`src/hw/scb_defines.svh`:
```
`ifndef SCB_DEFINES_SVH
`define SCB_DEFINES_SVH

// spi frame: write flag, 9-bit address, 16-bit data, msb first
`define SCB_ADDR_W 9
`define SCB_DATA_W 16
`define SCB_FRAME_BITS 26
`define SCB_SCLK_HALF 4

// timing
`define SCB_CLK_PERIOD_NS 50
`define SCB_RST_WAIT_US 10
`define SCB_RST_WAIT_CYC ((`SCB_RST_WAIT_US * 1000 + `SCB_CLK_PERIOD_NS - 1) / `SCB_CLK_PERIOD_NS)
`define SCB_CLK_STABLE_NS 2000
`define SCB_CLK_STABLE_CYC ((`SCB_CLK_STABLE_NS + `SCB_CLK_PERIOD_NS - 1) / `SCB_CLK_PERIOD_NS)
`define SCB_POLL_MAX 16'h00FF

// register offsets in the sensor
`define SCB_REG_VARIANT 9'h002
`define SCB_REG_PLL_SRST 9'h008
`define SCB_REG_CGEN_SRST 9'h009
`define SCB_REG_PLL_EN 9'h010
`define SCB_REG_PLL_CFG 9'h011
`define SCB_REG_CLK_IN 9'h014
`define SCB_REG_LOCK_A 9'h01A
`define SCB_REG_LOCK_B 9'h01B
`define SCB_REG_CLK_MGMT 9'h020
`define SCB_REG_LOGIC_EN 9'h022
`define SCB_REG_LOCK_STAT 9'h018
`define SCB_LOCK_BIT 0

// data values
`define SCB_D_ZERO 16'h0000
`define SCB_D_ONE 16'h0001
`define SCB_D_PAR_BASE 16'h0002
`define SCB_D_CM1_S8_PLL 16'h200C
`define SCB_D_CM1_S10_PLL 16'h2004
`define SCB_D_CM1_S8_LV 16'h2008
`define SCB_D_CM1_S10_LV 16'h2000
`define SCB_D_PLL_S8 16'h210F
`define SCB_D_PLL_S10 16'h2113
`define SCB_D_LKA_S8 16'h1180
`define SCB_D_LKA_S10 16'h2280
`define SCB_D_LKB_S8 16'hCCBC
`define SCB_D_LKB_S10 16'h3D2D
`define SCB_D_PLL_ON 16'h0003
`define SCB_D_PLL_BYP 16'h0007
`define SCB_D_CM2_8P 16'h200E
`define SCB_D_CM2_8L 16'h200A
`define SCB_D_CM2_10P 16'h2006
`define SCB_D_CM2_10L 16'h2002

`endif

```
`src/hw/scb_pkg.sv`:
```
package scb_pkg;

    typedef enum logic [1:0] {
        MODE_S8 = 2'h0,
        MODE_S10 = 2'h1,
        MODE_PAR = 2'h2
    } scb_mode_t;

    typedef enum logic [7:0] {
        ST_IDLE = 8'h01,
        ST_CLK = 8'h02,
        ST_RST = 8'h04,
        ST_P1 = 8'h08,
        ST_LOCK = 8'h10,
        ST_P2 = 8'h20,
        ST_DONE = 8'h40,
        ST_FAIL = 8'h80
    } scb_state_t;

    typedef struct packed {
        scb_mode_t mode;
        logic use_pll;
        logic color;
    } scb_cfg_t;

    typedef struct packed {
        logic [8:0] addr;
        logic [15:0] data;
        logic last;
    } scb_step_t;

endpackage : scb_pkg

```
`src/hw/scb_loader.sv`:
```
// Function
// - start sensor input clock only after supplies report settled.
// - release sensor reset only after input clock is stable.
// - wait 10 us after reset release before first spi write.
// - input clock is pll reference, or lvds pair in serial modes without pll.
// - first clock phase written in fixed order, values per mode and pll use.
// - serial modes without pll keep lvds clock running.
// - serial modes with pll poll lock flag and continue only when set.
// - parallel mode or no pll never polls the lock flag.
// - first write goes to variant register, value by mode and colour.
// - serial 8-bit with pll first phase value set.
// - serial 10-bit with pll first phase value set.
// - serial without pll writes clock management then lvds input enable.
// - parallel mode writes clock management, input select, pll bypass.
// - second phase releases clock generator, sets logic clock, enables logic.
// - second phase logic clock value chosen by mode and pll use.
// - second phase writes issued strictly in order.
`timescale 1ns/1ps
`include "scb_defines.svh"

module scb_loader (
    input wire logic ref_clk,
    input wire logic arst_n,
    input wire logic start,
    input wire scb_pkg::scb_cfg_t cfg,
    input wire logic supplies_ok,
    input wire logic spi_miso,
    output logic spi_sclk,
    output logic spi_mosi,
    output logic spi_cs_n,
    output logic clk_run,
    output logic clk_sel_lvds,
    output logic sensor_reset_n,
    output logic busy,
    output logic done,
    output logic lock_fail
);

    localparam int RST_WAIT_CYC = `SCB_RST_WAIT_CYC;

    scb_pkg::scb_state_t state_q, state_d;
    scb_pkg::scb_cfg_t cfg_q;
    scb_pkg::scb_step_t step;
    logic [1:0] sup_sync_q, miso_sync_q;
    logic [15:0] wait_q, poll_q;
    logic [3:0] idx_q;
    logic issued_q;
    logic clk_run_q, clk_sel_lvds_q, rst_n_q, busy_q, done_q, fail_q;
    logic xfer_act_q, xfer_done_q, sclk_q, mosi_q, cs_n_q;
    logic [2:0] div_q;
    logic [4:0] bit_q;
    logic [25:0] shreg_q;
    logic [15:0] rx_q;
    logic tick, in_xfer_state, xfer_go, need_poll, lock_ok, step_last;

    // step table: address and data for each phase, mode and step index
    function automatic scb_pkg::scb_step_t step_f(input scb_pkg::scb_cfg_t c,
                                                  input logic ph2,
                                                  input logic [3:0] i);
        scb_pkg::scb_step_t s;
        logic s8;
        logic par;
        logic pll;
        s8 = (c.mode == scb_pkg::MODE_S8);
        par = (c.mode == scb_pkg::MODE_PAR);
        pll = c.use_pll && !par;
        s = '{addr: `SCB_REG_VARIANT, data: `SCB_D_ZERO, last: 1'b0};
        if (ph2)
        begin
            case (i)
                4'h0: s = '{addr: `SCB_REG_CGEN_SRST, data: `SCB_D_ZERO, last: 1'b0};
                4'h1: s = '{addr: `SCB_REG_CLK_MGMT,
                            data: (par || (s8 && pll)) ? `SCB_D_CM2_8P :
                                  s8 ? `SCB_D_CM2_8L : pll ? `SCB_D_CM2_10P : `SCB_D_CM2_10L,
                            last: 1'b0};
                default: s = '{addr: `SCB_REG_LOGIC_EN, data: `SCB_D_ONE, last: 1'b1};
            endcase
        end
        else if (i == 4'h0)
        begin
            s.data = (par ? `SCB_D_PAR_BASE : `SCB_D_ZERO) | {15'h0000, c.color};
        end
        else if (par)
        begin
            case (i)
                4'h1: s = '{addr: `SCB_REG_CLK_MGMT, data: `SCB_D_CM1_S8_PLL, last: 1'b0};
                4'h2: s = '{addr: `SCB_REG_CLK_IN, data: `SCB_D_ZERO, last: 1'b0};
                default: s = '{addr: `SCB_REG_PLL_EN, data: `SCB_D_PLL_BYP, last: 1'b1};
            endcase
        end
        else if (!pll)
        begin
            case (i)
                4'h1: s = '{addr: `SCB_REG_CLK_MGMT,
                            data: s8 ? `SCB_D_CM1_S8_LV : `SCB_D_CM1_S10_LV, last: 1'b0};
                default: s = '{addr: `SCB_REG_CLK_IN, data: `SCB_D_ONE, last: 1'b1};
            endcase
        end
        else
        begin
            case (i)
                4'h1: s = '{addr: `SCB_REG_CLK_MGMT,
                            data: s8 ? `SCB_D_CM1_S8_PLL : `SCB_D_CM1_S10_PLL, last: 1'b0};
                4'h2: s = '{addr: `SCB_REG_CLK_IN, data: `SCB_D_ZERO, last: 1'b0};
                4'h3: s = '{addr: `SCB_REG_PLL_CFG,
                            data: s8 ? `SCB_D_PLL_S8 : `SCB_D_PLL_S10, last: 1'b0};
                4'h4: s = '{addr: `SCB_REG_LOCK_A,
                            data: s8 ? `SCB_D_LKA_S8 : `SCB_D_LKA_S10, last: 1'b0};
                4'h5: s = '{addr: `SCB_REG_LOCK_B,
                            data: s8 ? `SCB_D_LKB_S8 : `SCB_D_LKB_S10, last: 1'b0};
                4'h6: s = '{addr: `SCB_REG_PLL_SRST, data: `SCB_D_ZERO, last: 1'b0};
                default: s = '{addr: `SCB_REG_PLL_EN, data: `SCB_D_PLL_ON, last: 1'b1};
            endcase
        end
        return s;
    endfunction : step_f

    // decode of current step and handshake terms
    assign step = step_f(cfg_q, state_q == scb_pkg::ST_P2, idx_q);
    assign step_last = step.last;
    assign in_xfer_state = (state_q == scb_pkg::ST_P1) || (state_q == scb_pkg::ST_LOCK)
                           || (state_q == scb_pkg::ST_P2);
    assign xfer_go = in_xfer_state && !issued_q;
    assign need_poll = cfg_q.use_pll && (cfg_q.mode != scb_pkg::MODE_PAR);
    assign lock_ok = rx_q[`SCB_LOCK_BIT];
    assign tick = xfer_act_q && (div_q == 3'(`SCB_SCLK_HALF - 1));

    // two-flop synchronisers for the supplies_ok and spi_miso pins from outside
    always_ff @(posedge ref_clk or negedge arst_n)
    begin
        if (!arst_n)
        begin
            sup_sync_q <= 2'h0;
            miso_sync_q <= 2'h0;
        end
        else
        begin
            sup_sync_q <= {sup_sync_q[0], supplies_ok};
            miso_sync_q <= {miso_sync_q[0], spi_miso};
        end
    end

    // bring-up sequencer next state
    always_comb
    begin
        state_d = state_q;
        case (state_q)
            scb_pkg::ST_IDLE: if (start && sup_sync_q[1]) state_d = scb_pkg::ST_CLK;
            scb_pkg::ST_CLK: if (wait_q == 16'(`SCB_CLK_STABLE_CYC)) state_d = scb_pkg::ST_RST;
            scb_pkg::ST_RST: if (wait_q == 16'(RST_WAIT_CYC)) state_d = scb_pkg::ST_P1;
            scb_pkg::ST_P1:
                if (xfer_done_q && step_last)
                    state_d = need_poll ? scb_pkg::ST_LOCK : scb_pkg::ST_P2;
            scb_pkg::ST_LOCK:
                if (xfer_done_q && lock_ok)
                    state_d = scb_pkg::ST_P2;
                else if (xfer_done_q && poll_q == `SCB_POLL_MAX)
                    state_d = scb_pkg::ST_FAIL;
            scb_pkg::ST_P2: if (xfer_done_q && step_last) state_d = scb_pkg::ST_DONE;
            scb_pkg::ST_DONE: if (start) state_d = scb_pkg::ST_IDLE;
            scb_pkg::ST_FAIL: if (start) state_d = scb_pkg::ST_IDLE;
            default: state_d = scb_pkg::ST_IDLE;
        endcase
    end

    // sequencer registers
    always_ff @(posedge ref_clk or negedge arst_n)
    begin
        if (!arst_n)
        begin
            state_q <= scb_pkg::ST_IDLE;
            cfg_q <= '{mode: scb_pkg::MODE_S8, use_pll: 1'b0, color: 1'b0};
            wait_q <= 16'h0000;
            poll_q <= 16'h0000;
            idx_q <= 4'h0;
            issued_q <= 1'b0;
        end
        else
        begin
            state_q <= state_d;
            if (state_q == scb_pkg::ST_IDLE)
                cfg_q <= cfg;
            wait_q <= (state_d != state_q) ? 16'h0000 : wait_q + 16'h0001;
            if (state_d != state_q || xfer_done_q)
                issued_q <= 1'b0;
            else if (xfer_go)
                issued_q <= 1'b1;
            // one step at a time, strictly in table order
            if (state_d != state_q)
                idx_q <= 4'h0;
            else if (xfer_done_q && state_q != scb_pkg::ST_LOCK)
                idx_q <= idx_q + 4'h1;
            if (state_q != scb_pkg::ST_LOCK)
                poll_q <= 16'h0000;
            else if (xfer_done_q)
                poll_q <= poll_q + 16'h0001;
        end
    end

    // sensor clock, reset and status pins
    always_ff @(posedge ref_clk or negedge arst_n)
    begin
        if (!arst_n)
        begin
            clk_run_q <= 1'b0;
            clk_sel_lvds_q <= 1'b0;
            rst_n_q <= 1'b0;
            busy_q <= 1'b0;
            done_q <= 1'b0;
            fail_q <= 1'b0;
        end
        else
        begin
            if (state_q == scb_pkg::ST_IDLE)
            begin
                clk_run_q <= state_d == scb_pkg::ST_CLK;
                clk_sel_lvds_q <= !cfg.use_pll && cfg.mode != scb_pkg::MODE_PAR;
            end
            rst_n_q <= state_q != scb_pkg::ST_IDLE && state_q != scb_pkg::ST_CLK;
            busy_q <= in_xfer_state || state_q == scb_pkg::ST_CLK || state_q == scb_pkg::ST_RST;
            done_q <= state_d == scb_pkg::ST_DONE;
            fail_q <= state_d == scb_pkg::ST_FAIL;
        end
    end

    // spi shifter: sclk idles low, data changes on falling edge
    always_ff @(posedge ref_clk or negedge arst_n)
    begin
        if (!arst_n)
        begin
            xfer_act_q <= 1'b0;
            xfer_done_q <= 1'b0;
            sclk_q <= 1'b0;
            mosi_q <= 1'b0;
            cs_n_q <= 1'b1;
            div_q <= 3'h0;
            bit_q <= 5'h00;
            shreg_q <= 26'h0000000;
            rx_q <= 16'h0000;
        end
        else
        begin
            xfer_done_q <= 1'b0;
            div_q <= (xfer_go || tick) ? 3'h0 : div_q + 3'h1;
            if (xfer_go)
            begin
                xfer_act_q <= 1'b1;
                cs_n_q <= 1'b0;
                bit_q <= 5'h00;
                shreg_q <= (state_q == scb_pkg::ST_LOCK) ?
                           {1'b0, `SCB_REG_LOCK_STAT, 16'h0000} :
                           {1'b1, step.addr, step.data};
                mosi_q <= state_q != scb_pkg::ST_LOCK;
            end
            else if (tick && !sclk_q)
                sclk_q <= 1'b1;
            else if (tick)
            begin
                sclk_q <= 1'b0;
                rx_q <= {rx_q[14:0], miso_sync_q[1]};
                if (bit_q == 5'(`SCB_FRAME_BITS - 1))
                begin
                    xfer_act_q <= 1'b0;
                    cs_n_q <= 1'b1;
                    xfer_done_q <= 1'b1;
                end
                else
                begin
                    bit_q <= bit_q + 5'h01;
                    shreg_q <= {shreg_q[24:0], 1'b0};
                    mosi_q <= shreg_q[24];
                end
            end
        end
    end

    // outputs straight from flip-flops
    assign spi_sclk = sclk_q;
    assign spi_mosi = mosi_q;
    assign spi_cs_n = cs_n_q;
    assign clk_run = clk_run_q;
    assign clk_sel_lvds = clk_sel_lvds_q;
    assign sensor_reset_n = rst_n_q;
    assign busy = busy_q;
    assign done = done_q;
    assign lock_fail = fail_q;

    // helper: cycles since sensor reset release, saturating
    logic [15:0] since_rst_q;
    always_ff @(posedge ref_clk or negedge arst_n)
    begin
        if (!arst_n)
            since_rst_q <= 16'h0000;
        else if (!rst_n_q)
            since_rst_q <= 16'h0000;
        else if (since_rst_q != 16'hFFFF)
            since_rst_q <= since_rst_q + 16'h0001;
    end
endmodule : scb_loader

```
`config.mk`:
```
export PLATFORM = sky130hd
export DESIGN_NAME = scb_loader
export DESIGN_NICKNAME = d
export VERILOG_FILES = /design/src/hw/scb_pkg.sv /design/src/hw/scb_loader.sv
export VERILOG_INCLUDE_DIRS = /design/src /design/src/hw
export SDC_FILE = /design/constraint.sdc
export NUM_CORES = 1
export LEC_CHECK = 0
export BUFFER_PORTS_ARGS = -buffer_cell sky130_fd_sc_hd__buf_2
export CELL_PAD_IN_SITES_DETAIL_PLACEMENT = 1
export CELL_PAD_IN_SITES_GLOBAL_PLACEMENT = 1
export CORE_MARGIN = 4
export CORE_UTILIZATION = 52
export CTS_CLUSTER_DIAMETER = 200
export DETAILED_ROUTE_END_ITERATION = 8
export PLACE_DENSITY_LB_ADDON = 0.1
export SYNTH_ARGS = -nofsm -noshare
export SYNTH_HDL_FRONTEND = slang
export SYNTH_SLANG_ARGS = --single-unit
```
`constraint.sdc`:
```
create_clock -name ref_clk -period 4.3 [get_ports ref_clk]
set_clock_uncertainty 0.15 [all_clocks]
set_input_delay 1.075 -clock ref_clk [delete_from_list [all_inputs] [get_ports ref_clk]]
set_output_delay 1.075 -clock ref_clk [all_outputs]
set_load 0.01 [all_outputs]
```
==> qor.txt, run 1 <==
Status -> finished, final reports clean
Async set-reset flop share out of synthesis -> 1.00
RSZ-0062 raised after global routing -> no
CP Launch Type -> register
Maxcap violations -> 0
Setup crit end kind -> register
Clk Latency, worst-skew pair -> 0.37 ns
DRC -> 0
Total power draw -> 0.00184 W
Post-Syn Area per Cell -> 9.26 um^2
Filler Cell Count -> 1153
H-tree lvl count -> 3
Commonest non-fill, non-tap cell in the layout -> dfrtp_1
Initial antenna violation count -> 0
Met2 Track Usage GR -> 0.393
Met3 usage -> 0.0432
Largest net degree at the start of global routing -> 59
Final worst slack -> 1.39 ns
1st-iter DRT viols -> 219
Final net count -> 580
Die X -> 108 um
Post-DRT Antenna Nets -> 0
Pwr dens -> 330 nW/um^2
Rows -> 36
Yosys reg bits -> 98
Gr busiest metal -> met2
EDFF count, synth -> 0
Crit path DAT -> 3.01 ns
Vias in the first global route -> 4308
Die footprint -> 11600 um^2
Clock slew at reported path FFs -> 0.09 ns
Distinct cells, synth -> 57
Area grow syn2layout -> 8.17%
Slew headroom -> 0.290
RD Place Congestion -> 0.905
PostCTS Resize Cnt -> 0
Die height -> 108 um
Seq/Total Area, Yosys -> 0.476
Final Util -> 0.574
Initial cell density of the core -> 0.530
Antenna Cells -> 0
Final min period -> 2.91 ns
Num CTS Buffers -> 9
Share of layout cells above drive strength 1 -> 0.101
Global-route usage over all layers -> 0.235
Worst hold path type -> register to register
Max VDD drop -> 0.000196 V
# IOs -> 18
Setup TNS -> 0 ns
Commonest cells after routing, fill and taps aside -> dfrtp_1, nor2_1, nand2_1
Pre-CTS setup slack -> 1.45 ns
PortBufs -> 17
Critical Path RT -> 4.40 ns
Tcrit/Tclk final -> 0.677
Sink Count -> 98
Worst-Margin Slew -> 1.06 ns
Hpwl dp -> 8900 um
Leak -> 2.46 nW
Postcts setup bufs -> 0
Fmax achieved -> 343 MHz
Syn nets -> 577
Max FO, Critical Path -> 21
# setup viols final -> 0
CTS tree -> yes
Final hold viol count -> 0
First-pass GRT wire length -> 21700 um
CTS max path bufs -> 2
WL/cell -> 18.0 um
Ys Warns -> 0
Via/cell ratio -> 5.89
Via count -> 4114
Final number of max-transition violations -> 0
# hold bufs at CTS -> 0
Main synth FF type -> dfrtp_1
Worst setup path category -> register to register
Core Box Area -> 9730 um^2
Cell Area, Synth -> 5160 um^2
Initial DRT Pass Iterations -> 4
CTS Root Cell -> clkbuf_8
GRT overflow -> 0
Gate Count Post-Synth -> 557
Total detailed-routing wirelength -> 12600 um
Met1 Track Usage GR -> 0.315
==> state kept, by name (all words and copies together) (netlist names), 3 cells and up <==
signal / cells
bit_q: 5
cfg_q: 4
div_q: 3
idx_q: 4
poll_q: 16
shreg_q: 25
state_q: 8
wait_q: 16
==> worst paths after layout <==
path,to,depth (start not counted),start,slack (ns)
hold reg to reg,miso_sync_q[1],0,miso_sync_q[0],0.23
setup / recovery,wait_q[2],7,xfer_done_q,1.39
min in group asynchronous,poll_q[9],1,arst_n,0.62
max in group asynchronous,poll_q[2],2,arst_n,2.58
hold / removal,miso_sync_q[1],0,miso_sync_q[0],0.23
setup reg to reg,wait_q[2],7,xfer_done_q,1.39
==> metrics by stage <==
step                instances  hold slack (ns)  instance area (um^2)
global placement          682            0.184                  5340
finish                    698            0.229                  5580
floorplan                 557            0.181                  5160
CTS                       698            0.227                  5580
global route              698            0.232                  5580
detailed placement        682            0.206                  5340
==> where the power goes <==
| group | total, W | internal (W) | switching, W | leakage (nW) |
|---|---|---|---|---|
| sequential | 0.000971 | 0.000946 | 0.0000254 | 1.33 |
| combinational | 0.000146 | 0.0000522 | 0.0000938 | 1.01 |
| clock | 0.000725 | 0.000404 | 0.000321 | 0.121 |
| total | 0.00184 | 0.00140 | 0.000440 | 2.46 |
==> synthesized netlist by cell type (9+ instances only) <==
cell type / n / area share
xnor2_1: 14 / 0.024
nor3_1: 13 / 0.013
nor4_1: 9 / 0.011
o21ai_0: 25 / 0.024
xor2_1: 24 / 0.041
clkbuf_1: 23 / 0.017
inv_1: 14 / 0.010
nand4_1: 10 / 0.012
ha_1: 11 / 0.027
a21oi_1: 29 / 0.028
nand3_1: 24 / 0.023
nand2_1: 52 / 0.038
dfrtp_1: 96 / 0.47
nor2_1: 79 / 0.057
mux2i_1: 10 / 0.019
nor2b_1: 9 / 0.011
==> critical path, stage by stage, from the launching register on <==
cell,delay [ns]
dfrtp_1,0.74
nand4_1,0.25
or2_2,0.43
nor3_1,0.53
o211ai_1,0.18
nor3_2,0.14
buf_4,0.28
nor2_1,0.09
==> kinds of logic after synthesis <==
group | synth area share
AOI/OAI and AO/OA | 0.130
xor gates and xnor gates | 0.0645
adders and majority gates | 0.0267
buffers and inverters | 0.0369
DFF | 0.476
muxes | 0.0281
and+or+nand+nor | 0.237
==> layer usage <==
| metal | part of all wire | wire, um | up-vias |
|---|---|---|---|
| met5 | 0 | 0 | - |
| met4 | 0.014 | 176 | 0 |
| met3 | 0.031 | 393 | 16 |
| met2 | 0.49 | 6200 | 69 |
| met1 | 0.46 | 5800 | 2067 |
| li1 | - | - | 1962 |
==> cell type report <==
type	instances	area (um^2)	share of cell area
Clock buffer	12	145	0.0260
Clock inverter	4	98.8	0.0177
Inverter	14	52.6	0.00942
Multi-Input combinational cell	413	2520	0.452
Sequential cell	98	2450	0.440
Tap cell	133	166	0.0298
Timing Repair Buffer	24	140	0.0251
Note: power is estimated with default switching activity, not from simulation.
==> run 2: changes to the inputs <==
CORE_UTILIZATION = 44   (was 52)
clock period = 2.6 ns   (was 4.3 ns; I/O delays follow)
==> run 2 against run 1 <==
  * Utilization down 5.1 points
  * Sequential cell count unchanged
  * Setup slack got worse by 1.3 ns
  * Hold slack got worse by 0.16 ns
  * Via count increased by 5.0%
  * Global-route usage shrank 1.6 points
  * Non-clock buffer count grew 35
  * Cell area is 7.3% higher
==> qor.txt, run 2 (synthesis gave the netlist of run 1 again) <==
Status -> finished, final reports clean
Max VDD drop -> 0.000361 V
Worst setup path category -> register to register
Initial DRT Pass Iterations -> 4
Via count -> 4318
Core Box Area -> 11500 um^2
WL/cell -> 18.7 um
Share of layout cells above drive strength 1 -> 0.167
Final hold viol count -> 0
Fmax achieved -> 400 MHz
Die height -> 116 um
Die X -> 116 um
Clock slew at reported path FFs -> 0.07 ns
CTS max path bufs -> 2
1st-iter DRT viols -> 223
Slew headroom -> 0.631
Die footprint -> 13500 um^2
Final min period -> 2.50 ns
Antenna Cells -> 0
Clk Latency, worst-skew pair -> 0.35 ns
Commonest non-fill, non-tap cell in the layout -> dfrtp_1
Vias in the first global route -> 4636
Leak -> 2.67 nW
CP Launch Type -> register
RD Place Congestion -> 0.941
Placed insts -> 726
Via/cell ratio -> 5.81
Largest net degree at the start of global routing -> 47
Global-route usage over all layers -> 0.219
Hpwl dp -> 10000 um
Final instance area -> 5990 um^2
H-tree lvl count -> 3
Finished Layout Cells -> 743
Commonest cells after routing, fill and taps aside -> dfrtp_1, nor2_1, nand2_1
Regs by FF count -> shreg_q x25, poll_q x16, wait_q x16
Biggest register -> shreg_q
Tcrit/Tclk final -> 0.962
Max FFs per register -> 25
Crit path DAT -> 2.59 ns
WHS -> 0.0718 ns
PortBufs -> 17
Max FO, Critical Path -> 8
# IOs -> 18
Rows -> 39
Setup crit end kind -> register
Num CTS Buffers -> 9
Area grow syn2layout -> 16.1%
DRC -> 0
Sink Count -> 98
Final net count -> 615
CTS tree -> yes
Post-DRT Antenna Nets -> 0
Worst hold path type -> input port to asynchronous set/reset pin
CTS Root Cell -> clkbuf_16
Initial antenna violation count -> 0
Final number of max-transition violations -> 0
Pwr dens -> 550 nW/um^2
Placement Cell Area -> 5630 um^2
# setup viols final -> 0
First-pass GRT wire length -> 23300 um
Maxcap violations -> 0
Total detailed-routing wirelength -> 13900 um
GRT overflow -> 0
Initial cell density of the core -> 0.450
Critical Path RT -> 2.69 ns
Worst-Margin Slew -> 0.550 ns
[run 2: final cells by class]
class / count / area [um^2]
Inverter: 14 / 52.6
Timing Repair Buffer: 59 / 428
Sequential cell: 98 / 2450
Clock buffer: 12 / 256
Clock inverter: 4 / 57.6
Multi-Input combinational cell: 413 / 2560
Tap cell: 143 / 179
Fill cell: 1338 / 5480
[run 2: worst paths after layout]
kind | from | to | slack (ns) | cells past startpoint
worst max-delay path | state_q[2] | lock_fail | 0.1 | 5
worst max register to register | state_q[2] | lock_fail | 0.1 | 5
worst min register to register | miso_sync_q[0] | miso_sync_q[1] | 0.20 | 0
worst min-delay path | arst_n | div_q[2] | 0.07 | 1
min in group ref_clk | miso_sync_q[0] | miso_sync_q[1] | 0.20 | 0
max in group asynchronous | arst_n | state_q[0] | 1.59 | 2
[run 2: layer usage]
layer	up-vias	track usage	wire length, um
met5	-	0	0
met4	0	0.0766	305
met3	23	0.0342	385
met2	61	0.369	6940
met1	2203	0.287	6290
li1	2031	-	-
[run 2: worst max-delay path: stages, from the launching register on]
cell,delay (ns)
dfrtp_1,0.51
or4_1,0.59
nor4_4,0.33
nor2b_1,0.30
a21oi_1,0.16
a311oi_2,0.34
[run 2: what timing repair did]
action / in CTS / in global routing
gates cloned: 0 / 0
hold buffers: 0 / 0
pin swaps: 0 / 1
buffers inserted: 0 / 1
endpoints found under the setup margin: 2 / 26
resized for setup: 1 / 7
[run 2: per-stage QoR]
stage / util / TNS [ns] / setup WS [ns] / total power, W
6_report: 0.522 / 0 / 0.0999 / 0.00329
2_1_floorplan: - / 0 / 0.274 / 0.00177
4_1_cts: 0.519 / 0 / 0.0359 / 0.00331
3_3_place_gp: 0.491 / 0 / 0.139 / 0.00190
5_1_grt: 0.522 / -0.270 / -0.0259 / 0.00342
3_5_place_dp: 0.491 / 0 / 0.0999 / 0.00191
[run 2: where the power goes]
group	internal [W]	total (W)	switching (W)	leakage, nW
clock	0.000809	0.00140	0.000593	0.151
sequential	0.00157	0.00162	0.0000503	1.33
combinational	0.000109	0.000276	0.000167	1.18
total	0.00248	0.00329	0.000810	2.67
==> run 3: changes to the inputs <==
CORE_UTILIZATION = 40   (was 44)
==> run 3 against run 2 <==
  * Clock power about the same
  * Critical endpoint is now wait_q[1]
  * Sequential power is essentially flat
  * Register-to-register slack better by 0.08 ns
  * Fmax rose by 3.5%
  * Sequential cell count did not move
  * Die area increased by 9.3%
==> qor.txt, run 3 (synthesis gave the netlist of run 1 again) <==
Status -> finished, final reports clean
CP Launch Type -> register
# setup viols final -> 0
Final net count -> 614
Setup TNS -> 0 ns
Hpwl dp -> 9570 um
Maxcap violations -> 0
Pre-CTS setup slack -> 0.0542 ns
Final worst slack -> 0.184 ns
Crit path DAT -> 2.54 ns
Max FO, Critical Path -> 11
1st-iter DRT viols -> 221
Clock slew at reported path FFs -> 0.07 ns
Critical Path RT -> 2.73 ns
Via count -> 4147
Setup crit end kind -> register
Met1 wire length -> 6320 um
Post-DRT Antenna Nets -> 0
Sink Count -> 98
Commonest non-fill, non-tap cell in the layout -> dfrtp_1
Tcrit/Tclk final -> 0.929
PortBufs -> 17
Regs by FF count -> shreg_q x25, poll_q x16, wait_q x16
Initial antenna violation count -> 0
Max FFs per register -> 25
Leak -> 2.67 nW
Rows -> 41
Max VDD drop -> 0.000527 V
Vias in the first global route -> 4458
# hold bufs at CTS -> 0
Total power draw -> 0.00329 W
Core Box Area -> 12600 um^2
RD Place Congestion -> 0.889
Worst setup path category -> register to register
Die footprint -> 14800 um^2
Met2 WL -> 6360 um
Largest net degree at the start of global routing -> 45
Slew headroom -> 0.639
Antenna Cells -> 0
Worst hold path type -> input port to asynchronous set/reset pin
H-tree lvl count -> 3
Initial DRT Pass Iterations -> 4
Biggest register -> shreg_q
Die height -> 122 um
Clk Latency, worst-skew pair -> 0.35 ns
CTS Root Cell -> clkbuf_16
CTS max path bufs -> 2
Pwr dens -> 547 nW/um^2
DRC -> 0
Final min period -> 2.42 ns
Area grow syn2layout -> 16.7%
Commonest cells after routing, fill and taps aside -> dfrtp_1, nor2_1, nand2_1
Via/cell ratio -> 5.38
# IOs -> 18
Worst-Margin Slew -> 0.537 ns
Final hold viol count -> 0
Metal3 WL -> 359 um
Die X -> 122 um
First-pass GRT wire length -> 22800 um
GRT overflow -> 0
WL/cell -> 17.2 um
DR top layer -> met4
CTS tree -> yes
Initial cell density of the core -> 0.409
Final number of max-transition violations -> 0
Num CTS Buffers -> 9
Share of layout cells above drive strength 1 -> 0.167
Global-route usage over all layers -> 0.193
Fmax achieved -> 414 MHz
Total detailed-routing wirelength -> 13300 um
-- run 3: what timing repair did --
action                                  CTS  global route
buffers inserted                          0             2
endpoints found under the setup margin    0            36
gates resized for setup                   0            10
-- run 3: worst paths after layout --
kind / end / from / slack (ns) / depth (start not counted)
max reg2reg: wait_q[1] / idx_q[2] / 0.18 / 7
min reg2reg: sup_sync_q[1] / sup_sync_q[0] / 0.20 / 0
min in group ref_clk: sup_sync_q[1] / sup_sync_q[0] / 0.20 / 0
max: wait_q[1] / idx_q[2] / 0.18 / 7
max in group asynchronous: cfg_q[3] / arst_n / 1.53 / 2
min: poll_q[10] / arst_n / 0.11 / 1
-- run 3: metrics by stage --
stage	cell area, um^2	hold WS, ns	util	cells
CTS	5970	0.106	0.473	769
finish	6020	0.106	0.477	771
detailed placement	5650	0.189	0.448	753
global placement	5650	0.183	0.448	753
floorplan	5160	0.181	-	557
global route	6020	0.125	0.477	771
-- run 3: report_power, final --
part	total [W]	leakage, nW	internal, W	switching [W]
registers	0.00161	1.33	0.00157	0.0000435
logic	0.000263	1.18	0.000106	0.000157
clock network	0.00142	0.158	0.000831	0.000589
total	0.00329	2.67	0.00250	0.000790
-- run 3: layer usage --
layer	vias to the layer above	GRT usage
li1	2016	-
met1	2066	0.261
met2	50	0.316
met3	15	0.0330
met4	0	0.0651
met5	-	0
-- run 3: layout make-up --
cell class / instances / area (um^2)
multi-input cells: 413 / 2560
inverters: 14 / 52.6
clock buffers: 13 / 270
fillers: 1473 / 6600
clock inverters: 3 / 46.3
flip-flops and latches: 98 / 2450
repair buffers: 58 / 420
well taps: 172 / 215
-- run 3: worst max-delay path: stages (launching register included) --
cell      delay, ns
dfrtp_1        0.49
or2_2          0.42
nor3_1         0.34
a31oi_2        0.10
a311oi_2       0.43
nor3_2         0.11
buf_4          0.19
nor2b_1        0.11
